**config.mk**
```make
export PLATFORM = sky130hd
export DESIGN_NAME = core_status_and_exception_entry
export DESIGN_NICKNAME = d
export VERILOG_FILES = /design/src/rtl/core_status_pkg.sv /design/src/rtl/core_status_and_exception_entry.sv
export SDC_FILE = /design/constraint.sdc
export NUM_CORES = 2
export LEC_CHECK = 0
export BUFFER_PORTS_ARGS = -buffer_cell sky130_fd_sc_hd__buf_2
export CAP_MARGIN = 20
export CORE_UTILIZATION = 50
export CTS_CLUSTER_SIZE = 25
export DETAILED_ROUTE_END_ITERATION = 12
export PLACE_DENSITY = 0.67
export SETUP_SLACK_MARGIN = 0.15
export SYNTH_ARGS = -nofsm -noshare
export SYNTH_HDL_FRONTEND = slang
export SYNTH_SLANG_ARGS = --single-unit
```
**constraint.sdc**
```tcl
create_clock -name clk_i -period 6.6 [get_ports clk_i]
set_input_delay 0.66 -clock clk_i [delete_from_list [all_inputs] [get_ports clk_i]]
set_output_delay 0.66 -clock clk_i [all_outputs]
set_load 0.03 [all_outputs]
```
**src/rtl/core_status_pkg.sv**
```systemverilog
// Constants and types for the status word and exception entry block
package core_status_pkg;

  // ****************************************************************
  // Status word layout
  // ****************************************************************
  localparam int unsigned WORD_W   = 32;
  localparam int unsigned SAVED_N  = 5;
  localparam int unsigned BANK_N   = 6;
  localparam int unsigned HI_N     = 5;
  localparam int unsigned NEG_BIT  = 31;
  localparam int unsigned ZERO_BIT = 30;
  localparam int unsigned CARRY_BIT = 29;
  localparam int unsigned OVF_BIT  = 28;
  localparam int unsigned SAT_BIT  = 27;
  localparam int unsigned BYTE_BIT = 24;
  localparam int unsigned IRQ_DIS_BIT = 7;
  localparam int unsigned FIQ_DIS_BIT = 6;
  localparam int unsigned CMP_BIT  = 5;
  localparam int unsigned MODE_LSB = 0;
  localparam int unsigned MODE_W   = 5;
  localparam logic [31:0] RESET_STATUS = 32'h0000_00d3;

  // ****************************************************************
  // Mode encodings
  // ****************************************************************
  localparam logic [4:0] MODE_USR = 5'h10;
  localparam logic [4:0] MODE_FIQ = 5'h11;
  localparam logic [4:0] MODE_IRQ = 5'h12;
  localparam logic [4:0] MODE_SVC = 5'h13;
  localparam logic [4:0] MODE_ABT = 5'h17;
  localparam logic [4:0] MODE_UND = 5'h1b;
  localparam logic [4:0] MODE_SYS = 5'h1f;

  // Bank indices: 0 shared, then one per exception mode
  localparam logic [2:0] BANK_USR = 3'h0;
  localparam logic [2:0] BANK_FIQ = 3'h1;
  localparam logic [2:0] BANK_IRQ = 3'h2;
  localparam logic [2:0] BANK_SVC = 3'h3;
  localparam logic [2:0] BANK_ABT = 3'h4;
  localparam logic [2:0] BANK_UND = 3'h5;

  // ****************************************************************
  // Vectors, link or return offsets and register indices
  // ****************************************************************
  localparam logic [31:0] VEC_RESET = 32'h0000_0000;
  localparam logic [31:0] VEC_UND   = 32'h0000_0004;
  localparam logic [31:0] VEC_SWINT = 32'h0000_0008;
  localparam logic [31:0] VEC_PABT  = 32'h0000_000c;
  localparam logic [31:0] VEC_DABT  = 32'h0000_0010;
  localparam logic [31:0] VEC_IRQ   = 32'h0000_0018;
  localparam logic [31:0] VEC_FIQ   = 32'h0000_001c;
  localparam logic [31:0] OFF_2     = 32'h0000_0002;
  localparam logic [31:0] OFF_4     = 32'h0000_0004;
  localparam logic [31:0] OFF_8     = 32'h0000_0008;
  localparam logic [31:0] OFF_0     = 32'h0000_0000;
  localparam logic [3:0]  HI_FIRST  = 4'h8;
  localparam logic [3:0]  SP_IDX    = 4'hd;
  localparam logic [3:0]  LINK_IDX  = 4'he;

  // ****************************************************************
  // Enumerations
  // ****************************************************************
  typedef enum logic [2:0] {
    ST_IDLE   = 3'h0,
    ST_LINK   = 3'h1,
    ST_SAVE   = 3'h3,
    ST_MODE   = 3'h2,
    ST_VECTOR = 3'h6
  } state_t;

  typedef enum logic [3:0] {
    EXC_NONE  = 4'h0,
    EXC_RESET = 4'h1,
    EXC_DABT  = 4'h2,
    EXC_FIQ   = 4'h3,
    EXC_IRQ   = 4'h4,
    EXC_PABT  = 4'h5,
    EXC_BREAK = 4'h6,
    EXC_UND   = 4'h7,
    EXC_SWINT = 4'h8
  } exc_t;

endpackage

```
**src/rtl/core_status_and_exception_entry.sv**
```systemverilog
// Status word, banked registers and exception entry and return sequencer
`timescale 1ns/1ps
`default_nettype none
module core_status_and_exception_entry
  import core_status_pkg::*;
#(
  parameter int unsigned XLEN = WORD_W
) (
  input  wire logic        clk_i,
  input  wire logic        rst_b_i,
  input  wire logic        warm_reset_i,
  input  wire logic        data_abort_i,
  input  wire logic        fiq_req_i,
  input  wire logic        irq_req_i,
  input  wire logic        fetch_valid_i,
  input  wire logic        fetch_abort_i,
  input  wire logic        fetch_brk_i,
  input  wire logic        advance_i,
  input  wire logic        flush_i,
  input  wire logic        exec_undef_i,
  input  wire logic        exec_swint_i,
  input  wire logic [31:0] pc_i,
  input  wire logic        flags_we_i,
  input  wire logic [3:0]  flags_i,
  input  wire logic        sat_set_i,
  input  wire logic        status_wr_i,
  input  wire logic        status_wr_saved_i,
  input  wire logic [31:0] status_wr_data_i,
  input  wire logic        exc_return_i,
  input  wire logic [3:0]  cond_i,
  input  wire logic        reg_wr_i,
  input  wire logic [3:0]  reg_waddr_i,
  input  wire logic [31:0] reg_wdata_i,
  input  wire logic [3:0]  reg_raddr_i,
  output logic [31:0]      status_o,
  output logic [31:0]      saved_status_o,
  output logic             cond_pass_o,
  output logic [31:0]      reg_rdata_o,
  output logic             pc_load_o,
  output logic [31:0]      pc_target_o,
  output logic             entry_busy_o
);

  // ****************************************************************
  // Elaboration check
  // ****************************************************************
  if (XLEN != WORD_W) begin : g_bad_width
    $error("Only a 32-bit word is supported");
  end

  // ****************************************************************
  // Decoding functions
  // ****************************************************************
  function automatic logic [2:0] mode_bank(input logic [4:0] m);
    case (m)
      MODE_FIQ: mode_bank = BANK_FIQ;
      MODE_IRQ: mode_bank = BANK_IRQ;
      MODE_SVC: mode_bank = BANK_SVC;
      MODE_ABT: mode_bank = BANK_ABT;
      MODE_UND: mode_bank = BANK_UND;
      default:  mode_bank = BANK_USR;
    endcase
  endfunction

  function automatic logic [4:0] exc_mode(input exc_t e);
    case (e)
      EXC_FIQ:                     exc_mode = MODE_FIQ;
      EXC_IRQ:                     exc_mode = MODE_IRQ;
      EXC_DABT, EXC_PABT, EXC_BREAK: exc_mode = MODE_ABT;
      EXC_UND:                     exc_mode = MODE_UND;
      default:                     exc_mode = MODE_SVC;
    endcase
  endfunction

  function automatic logic [31:0] exc_vector(input exc_t e);
    case (e)
      EXC_DABT:           exc_vector = VEC_DABT;
      EXC_FIQ:            exc_vector = VEC_FIQ;
      EXC_IRQ:            exc_vector = VEC_IRQ;
      EXC_PABT, EXC_BREAK: exc_vector = VEC_PABT;
      EXC_UND:            exc_vector = VEC_UND;
      EXC_SWINT:          exc_vector = VEC_SWINT;
      default:            exc_vector = VEC_RESET;
    endcase
  endfunction

  function automatic logic [31:0] link_off(input exc_t e, input logic cmp);
    case (e)
      EXC_DABT:         link_off = OFF_8;
      EXC_UND, EXC_SWINT: link_off = cmp ? OFF_2 : OFF_4;
      default:          link_off = OFF_4;
    endcase
  endfunction

  function automatic logic cond_eval(input logic [3:0] c, input logic [3:0] f);
    logic n;
    logic z;
    logic cy;
    logic v;
    n  = f[3];
    z  = f[2];
    cy = f[1];
    v  = f[0];
    case (c)
      4'h0: cond_eval = z;
      4'h1: cond_eval = !z;
      4'h2: cond_eval = cy;
      4'h3: cond_eval = !cy;
      4'h4: cond_eval = n;
      4'h5: cond_eval = !n;
      4'h6: cond_eval = v;
      4'h7: cond_eval = !v;
      4'h8: cond_eval = cy && !z;
      4'h9: cond_eval = !cy || z;
      4'ha: cond_eval = n == v;
      4'hb: cond_eval = n != v;
      4'hc: cond_eval = !z && (n == v);
      4'hd: cond_eval = z || (n != v);
      4'he: cond_eval = 1'b1;
      default: cond_eval = 1'b0;
    endcase
  endfunction

  // ****************************************************************
  // State
  // ****************************************************************
  typedef struct packed {
    state_t                 state;
    exc_t                   exc;
    logic [31:0]            pc;
    logic                   cmp;
    logic [31:0]            current_status_word;
    logic [SAVED_N-1:0][31:0] saved_status_word;
    logic [BANK_N-1:0][31:0]  r13;
    logic [BANK_N-1:0][31:0]  r14;
    logic [HI_N-1:0][31:0]    hi_usr;
    logic [HI_N-1:0][31:0]    hi_fiq;
    logic                   dec_pabt;
    logic                   dec_brk;
    logic                   ex_pabt;
    logic                   ex_brk;
    logic                   abt_data;
    logic                   pc_load;
    logic [31:0]            pc_target;
    logic                   cond_pass;
    logic [31:0]            rdata;
    logic [31:0]            saved_view;
    logic                   busy;
  } core_state_t;

  core_state_t s_q;
  core_state_t s_d;
  exc_t        pick;
  logic [2:0]  bank;
  logic [2:0]  new_bank;
  logic [2:0]  hi_w;
  logic [2:0]  hi_r;
  logic [31:0] ret_off;

  assign bank     = mode_bank(s_q.current_status_word[MODE_LSB +: MODE_W]);
  assign new_bank = mode_bank(exc_mode(s_q.exc));
  assign hi_w     = 3'(reg_waddr_i - HI_FIRST);
  assign hi_r     = 3'(reg_raddr_i - HI_FIRST);

  // ****************************************************************
  // Priority selection
  // ****************************************************************
  always_comb begin
    if (warm_reset_i) begin
      pick = EXC_RESET;
    end else if (data_abort_i) begin
      pick = EXC_DABT;
    end else if (fiq_req_i && !s_q.current_status_word[FIQ_DIS_BIT]) begin
      pick = EXC_FIQ;
    end else if (irq_req_i && !s_q.current_status_word[IRQ_DIS_BIT]) begin
      pick = EXC_IRQ;
    end else if (s_q.ex_pabt) begin
      pick = EXC_PABT;
    end else if (s_q.ex_brk) begin
      pick = EXC_BREAK;
    end else if (exec_undef_i) begin
      pick = EXC_UND;
    end else if (exec_swint_i) begin
      pick = EXC_SWINT;
    end else begin
      pick = EXC_NONE;
    end
  end

  always_comb begin
    case (bank)
      BANK_FIQ, BANK_IRQ: ret_off = OFF_4;
      BANK_ABT:           ret_off = s_q.abt_data ? OFF_8 : OFF_4;
      default:            ret_off = OFF_0;
    endcase
  end

  // ****************************************************************
  // Next state
  // ****************************************************************
  always_comb begin
    s_d           = s_q;
    s_d.pc_load   = 1'b0;
    s_d.cond_pass = cond_eval(cond_i, s_q.current_status_word[31:28]);
    if (flush_i || s_q.state == ST_VECTOR) begin
      s_d.dec_pabt = 1'b0;
      s_d.dec_brk  = 1'b0;
      s_d.ex_pabt  = 1'b0;
      s_d.ex_brk   = 1'b0;
    end else if (advance_i) begin
      s_d.ex_pabt  = s_q.dec_pabt;
      s_d.ex_brk   = s_q.dec_brk;
      s_d.dec_pabt = fetch_valid_i && fetch_abort_i;
      s_d.dec_brk  = fetch_valid_i && fetch_brk_i;
    end
    case (s_q.state)
      ST_IDLE: begin
        if (pick != EXC_NONE) begin
          s_d.state = ST_LINK;
          s_d.exc   = pick;
          s_d.pc    = pc_i;
          s_d.cmp   = s_q.current_status_word[CMP_BIT] && !s_q.current_status_word[BYTE_BIT];
        end else if (exc_return_i && bank != BANK_USR) begin
          s_d.current_status_word = s_q.saved_status_word[3'(bank - 3'h1)];
          s_d.pc_load   = 1'b1;
          s_d.pc_target = s_q.r14[bank] - ret_off;
        end else if (status_wr_i) begin
          if (status_wr_saved_i && bank != BANK_USR) begin
            s_d.saved_status_word[3'(bank - 3'h1)] = status_wr_data_i;
          end else if (bank == BANK_USR) begin
            s_d.current_status_word[31:27] = status_wr_data_i[31:27];
          end else begin
            s_d.current_status_word = status_wr_data_i;
          end
        end
        if (pick == EXC_NONE && reg_wr_i && reg_waddr_i >= HI_FIRST) begin
          if (reg_waddr_i == SP_IDX) begin
            s_d.r13[bank] = reg_wdata_i;
          end else if (reg_waddr_i == LINK_IDX) begin
            s_d.r14[bank] = reg_wdata_i;
          end else if (reg_waddr_i != 4'hf && bank == BANK_FIQ) begin
            s_d.hi_fiq[hi_w] = reg_wdata_i;
          end else if (reg_waddr_i != 4'hf) begin
            s_d.hi_usr[hi_w] = reg_wdata_i;
          end
        end
      end
      ST_LINK: begin
        if (s_q.exc != EXC_RESET) begin
          s_d.r14[new_bank] = s_q.pc + link_off(s_q.exc, s_q.cmp);
        end
        s_d.state = ST_SAVE;
      end
      ST_SAVE: begin
        s_d.saved_status_word[3'(new_bank - 3'h1)] = s_q.current_status_word;
        s_d.state = ST_MODE;
      end
      ST_MODE: begin
        s_d.current_status_word[MODE_LSB +: MODE_W] = exc_mode(s_q.exc);
        s_d.current_status_word[CMP_BIT]     = 1'b0;
        s_d.current_status_word[BYTE_BIT]    = 1'b0;
        s_d.current_status_word[IRQ_DIS_BIT] = 1'b1;
        if (s_q.exc == EXC_FIQ || s_q.exc == EXC_RESET) begin
          s_d.current_status_word[FIQ_DIS_BIT] = 1'b1;
        end
        if (new_bank == BANK_ABT) begin
          s_d.abt_data = s_q.exc == EXC_DABT;
        end
        s_d.state = ST_VECTOR;
      end
      ST_VECTOR: begin
        s_d.pc_load   = 1'b1;
        s_d.pc_target = exc_vector(s_q.exc);
        s_d.state     = ST_IDLE;
      end
      default: begin
        s_d.state = ST_IDLE;
      end
    endcase
    if (flags_we_i) begin
      s_d.current_status_word[NEG_BIT:OVF_BIT] = flags_i;
    end
    if (sat_set_i) begin
      s_d.current_status_word[SAT_BIT] = 1'b1;
    end
    if (reg_raddr_i == SP_IDX) begin
      s_d.rdata = s_q.r13[bank];
    end else if (reg_raddr_i == LINK_IDX) begin
      s_d.rdata = s_q.r14[bank];
    end else if (reg_raddr_i >= HI_FIRST && reg_raddr_i != 4'hf) begin
      s_d.rdata = (bank == BANK_FIQ) ? s_q.hi_fiq[hi_r] : s_q.hi_usr[hi_r];
    end else begin
      s_d.rdata = 32'h0000_0000;
    end
    // Registered views of the saved word and the busy flag
    if (mode_bank(s_d.current_status_word[MODE_LSB +: MODE_W]) == BANK_USR) begin
      s_d.saved_view = 32'h0000_0000;
    end else begin
      s_d.saved_view = s_d.saved_status_word[3'(mode_bank(s_d.current_status_word[MODE_LSB +: MODE_W]) - 3'h1)];
    end
    s_d.busy = s_d.state != ST_IDLE;
  end

  always_ff @(posedge clk_i) begin
    if (!rst_b_i) begin
      s_q       <= '0;
      s_q.state <= ST_VECTOR;
      s_q.exc   <= EXC_RESET;
      s_q.current_status_word <= RESET_STATUS;
      s_q.busy  <= 1'b1;
    end else begin
      s_q <= s_d;
    end
  end

  // ****************************************************************
  // Outputs
  // ****************************************************************
  assign status_o       = s_q.current_status_word;
  assign saved_status_o = s_q.saved_view;
  assign cond_pass_o    = s_q.cond_pass;
  assign reg_rdata_o    = s_q.rdata;
  assign pc_load_o      = s_q.pc_load;
  assign pc_target_o    = s_q.pc_target;
  assign entry_busy_o   = s_q.busy;
endmodule
`default_nettype wire

```
==> metrics.txt <==
outcome finished clean; Post-layout nets 6143; Synth Area in Compound Gates 25.05%; P_sw roughly 3.7 mW; Die Ht 316.8 µm; Initial DRC Count 5738; commonest non-fill, non-tap cell in the layout nand2_1; HP Class primary input to register; max-cap violation count 0; dpl ws 1129 ps; count of input and output buffers 261; fin crit share 85.99%; fillers 9172; DRC Markers 0; Setup Buffers After CTS 0; post-layout util 55.18%; Initial Util 50.42%; share of total power in the clock network 45.5%; type of origin of the critical path register; DP HPWL 109.8 mm; die area 0.1004 mm²; CTS tree yes; Fmax achieved 176.2 MHz; FP Rows ~120; Worst path max stage delay 830 ps; syn_nets 6380; Worst path top cell family by delay simple AND/OR/NAND/NOR gates; post-route ant nets 0; I/O Pins 262; share of synthesized cell area in full adder, half adder and majority cells 0.5605%; sw frac 26.37%; worst slew pin tran 1228 ps; top area cells in the synthesized netlist dfxtp_1 (42%), nand2_1 (9.9%), a21oi_1 (8.7%); EDFF count, synth 0; top-area cell type share of the netlist area 42.01%; Synth Area in XOR/XNOR 1.007%; crit-path cells nor2b_1 > nor2_4 > inv_2 > ha_2 > buf_4 > mux4_2 > mux2i_1 > o211ai_1 > nand4_1 > or2_2 > ha_2 > nand2_1 > or3_1 > buf_4 > o32ai_1; P_int 10.42 mW; worst reg2reg startpoint status_o[3]; HP Start pc_i[19]; Netlist Area Pre-Place 0.04955 mm²; VDD IR-drop max 218.9 µV; H-tree depth 3; multiplexer area fraction after synthesis 6.156%; number of global-route vias before repair 43778; Data arrival, critical path 6270 ps; most frequent cells in the layout nand2_1 (1308), dfxtp_1 (1039), a21oi_1 (855), nor2_1 (524), buf_2 (260); PostCTS Resize Cnt 0; largest fanout on the critical path 28; post-DR vias/cell approximately 6.4; Worst Setup End Kind register; CTS buffer count 111; clk_lat worst skew 730 ps; worst path bufs/invs 3; Core Region 0.09828 mm²; Crit Path Class register to register; Synth Instances between 6000 and 7000; Worst Setup SP status_o[3]; die extent in x roughly 320 µm; CTS sink cnt 1040; largest family of logic cells by synthesized area compound AO/OA/AOI/OAI gates; largest area contributor in the netlist dfxtp_1; required time worst endpoint 7200 ps; GP Congestion 0.9295; clk slew on worst S/H paths 60 ps; crit path time final 5676 ps; Final WS setup 924.5 ps; Leakage 18.95 nW; Seq pwr share a little under half; synth warn 0; final WL between 150 and 200 mm; drt wl/cell 24.04 µm; Post-synth top flop dfxtp_1; Final Hold Viols 0; simple-gate portion of the synthesized area a little under a fifth; Area Growth Syn to Fin 9.433%; Relative slew margins between 10% and 20%; register bit total from synthesis 1040; Final Slew Violations 0; drt pass-1 iters 6; TNS Setup 0 ps; unrepaired setup endpoints after global routing no; Clock Tree Buf Depth 3; pwr/cell area 261.0 mW/mm²; largest net degree at the start of global routing 227; slowest stage cell, crit path dfxtp_1; first-pass GRT wire length 265.9 mm; via count 46899; Comb pwr share 9.3%; layout cell share with drive strength beyond 1 12.54%; post-synthesis sequential area ratio 42.01%; hold buffer count at cts 0; Root Buffer clkbuf_16; Setup Skew 30.20 ps; post-synth cell types 81; initial antenna violation count 19; final setup fails 0; GRT overflow 0; Total GRT Usage about 34%; Synth async-reset ratio 0%; Syn Area/Cell slightly below 8 µm²
-- state kept, by name, summed over array words and instances (netlist names) --
register        count
entry_busy_o        1
status_o           32
s_q               909
cond_pass_o         1
pc_load_o           1
saved_status_o     32
pc_target_o        32
reg_rdata_o        32
-- cells by family (layout without fill, tap and decap cells) --
group,count (synthesis),after routing
xor+xnor,57,57
mux,219,219
buf+inv,796,651
other cells,0,8
simple gates,2177,2177
flops,1040,1040
compound gates,1918,1918
fa+ha+maj,21,21
-- worst reg2reg max path, cell delays in order (launching register included) --
cell and delay [ps]:
dfxtp_1 830, nor2b_1 410, nor2_4 70, inv_2 370, ha_2 550, buf_4 520
mux4_2 310, mux2i_1 110, o211ai_1 330, nand4_1 160, or2_2 330, ha_2 330
nand2_1 50, or3_1 510, buf_4 330, o32ai_1 330
-- final timing paths --
kind,endpoint,slack (ps),cells after the start
max,saved_status_o[13],920,15
min,s_q[1020],170,3
max reg2reg,saved_status_o[13],920,15
min reg2reg,s_q[185],450,2
-- stage by stage --
step	instance area, µm²	cells	total power [mW]	hold WS [ps]
2_1_floorplan	49550	6228	7.422	426.3
3_3_place_gp	50380	7163	7.809	430.1
3_5_place_dp	50390	7164	7.818	439.5
4_1_cts	54180	7369	14.17	157.7
5_1_grt	54220	7373	14.54	170.9
6_report	54230	7378	14.16	174.2
-- power by group through the flow --
| stage | logic (mW) | registers [mW] | clock network [mW] |
|---|---|---|---|
| final | 1.31 | 6.41 | 6.44 |
| after global routing | 1.38 | 6.41 | 6.75 |
| after CTS | 1.28 | 6.41 | 6.49 |
| after detailed placement | 1.27 | 6.54 | 0 |
| after global placement | 1.26 | 6.54 | 0 |
| after floorplan | 0.914 | 6.51 | 0 |
-- synth_stat cells, drive strengths merged, types with 14 or more instances --
cell        n
a221oi    116
o221ai     57
nor2      545
buf       213
or3        15
clkbuf    520
xnor2      29
nand2b     17
dfxtp    1040
nand2    1311
a32oi      37
nand4      32
xor2       28
o32ai      30
a22oi      75
nand3     104
mux4       65
o211ai     14
a211oi    159
a22o      145
nor2b      33
ha         19
o22ai      66
mux2i     121
o2bb2ai    20
a21oi     860
mux2       33
a31oi      68
and3       18
o21ai     187
a221o      30
nor3       45
inv        63
-- per-layer routing --
metal	wire [µm]	vias up	track usage, %
li1	-	21405	-
met1	70130	22348	43.22
met2	80690	2589	54.55
met3	16460	545	6.900
met4	10010	12	18.45
met5	74	-	0
-- area by class of cell --
type | instances | area (µm²) | area share (%)
inverter | 63 | 244.0 | 0.4499
clock inverter | 39 | 455.4 | 0.8399
sequential | 1040 | 20820 | 38.40
antenna | 8 | 20.02 | 0.03692
clock buffer | 166 | 3336 | 6.151
timing repair buffer | 383 | 2312 | 4.264
multi-input combinational | 4392 | 25430 | 46.89
tap | 1287 | 1610 | 2.969
Note: power is estimated with default switching activity, not from simulation.
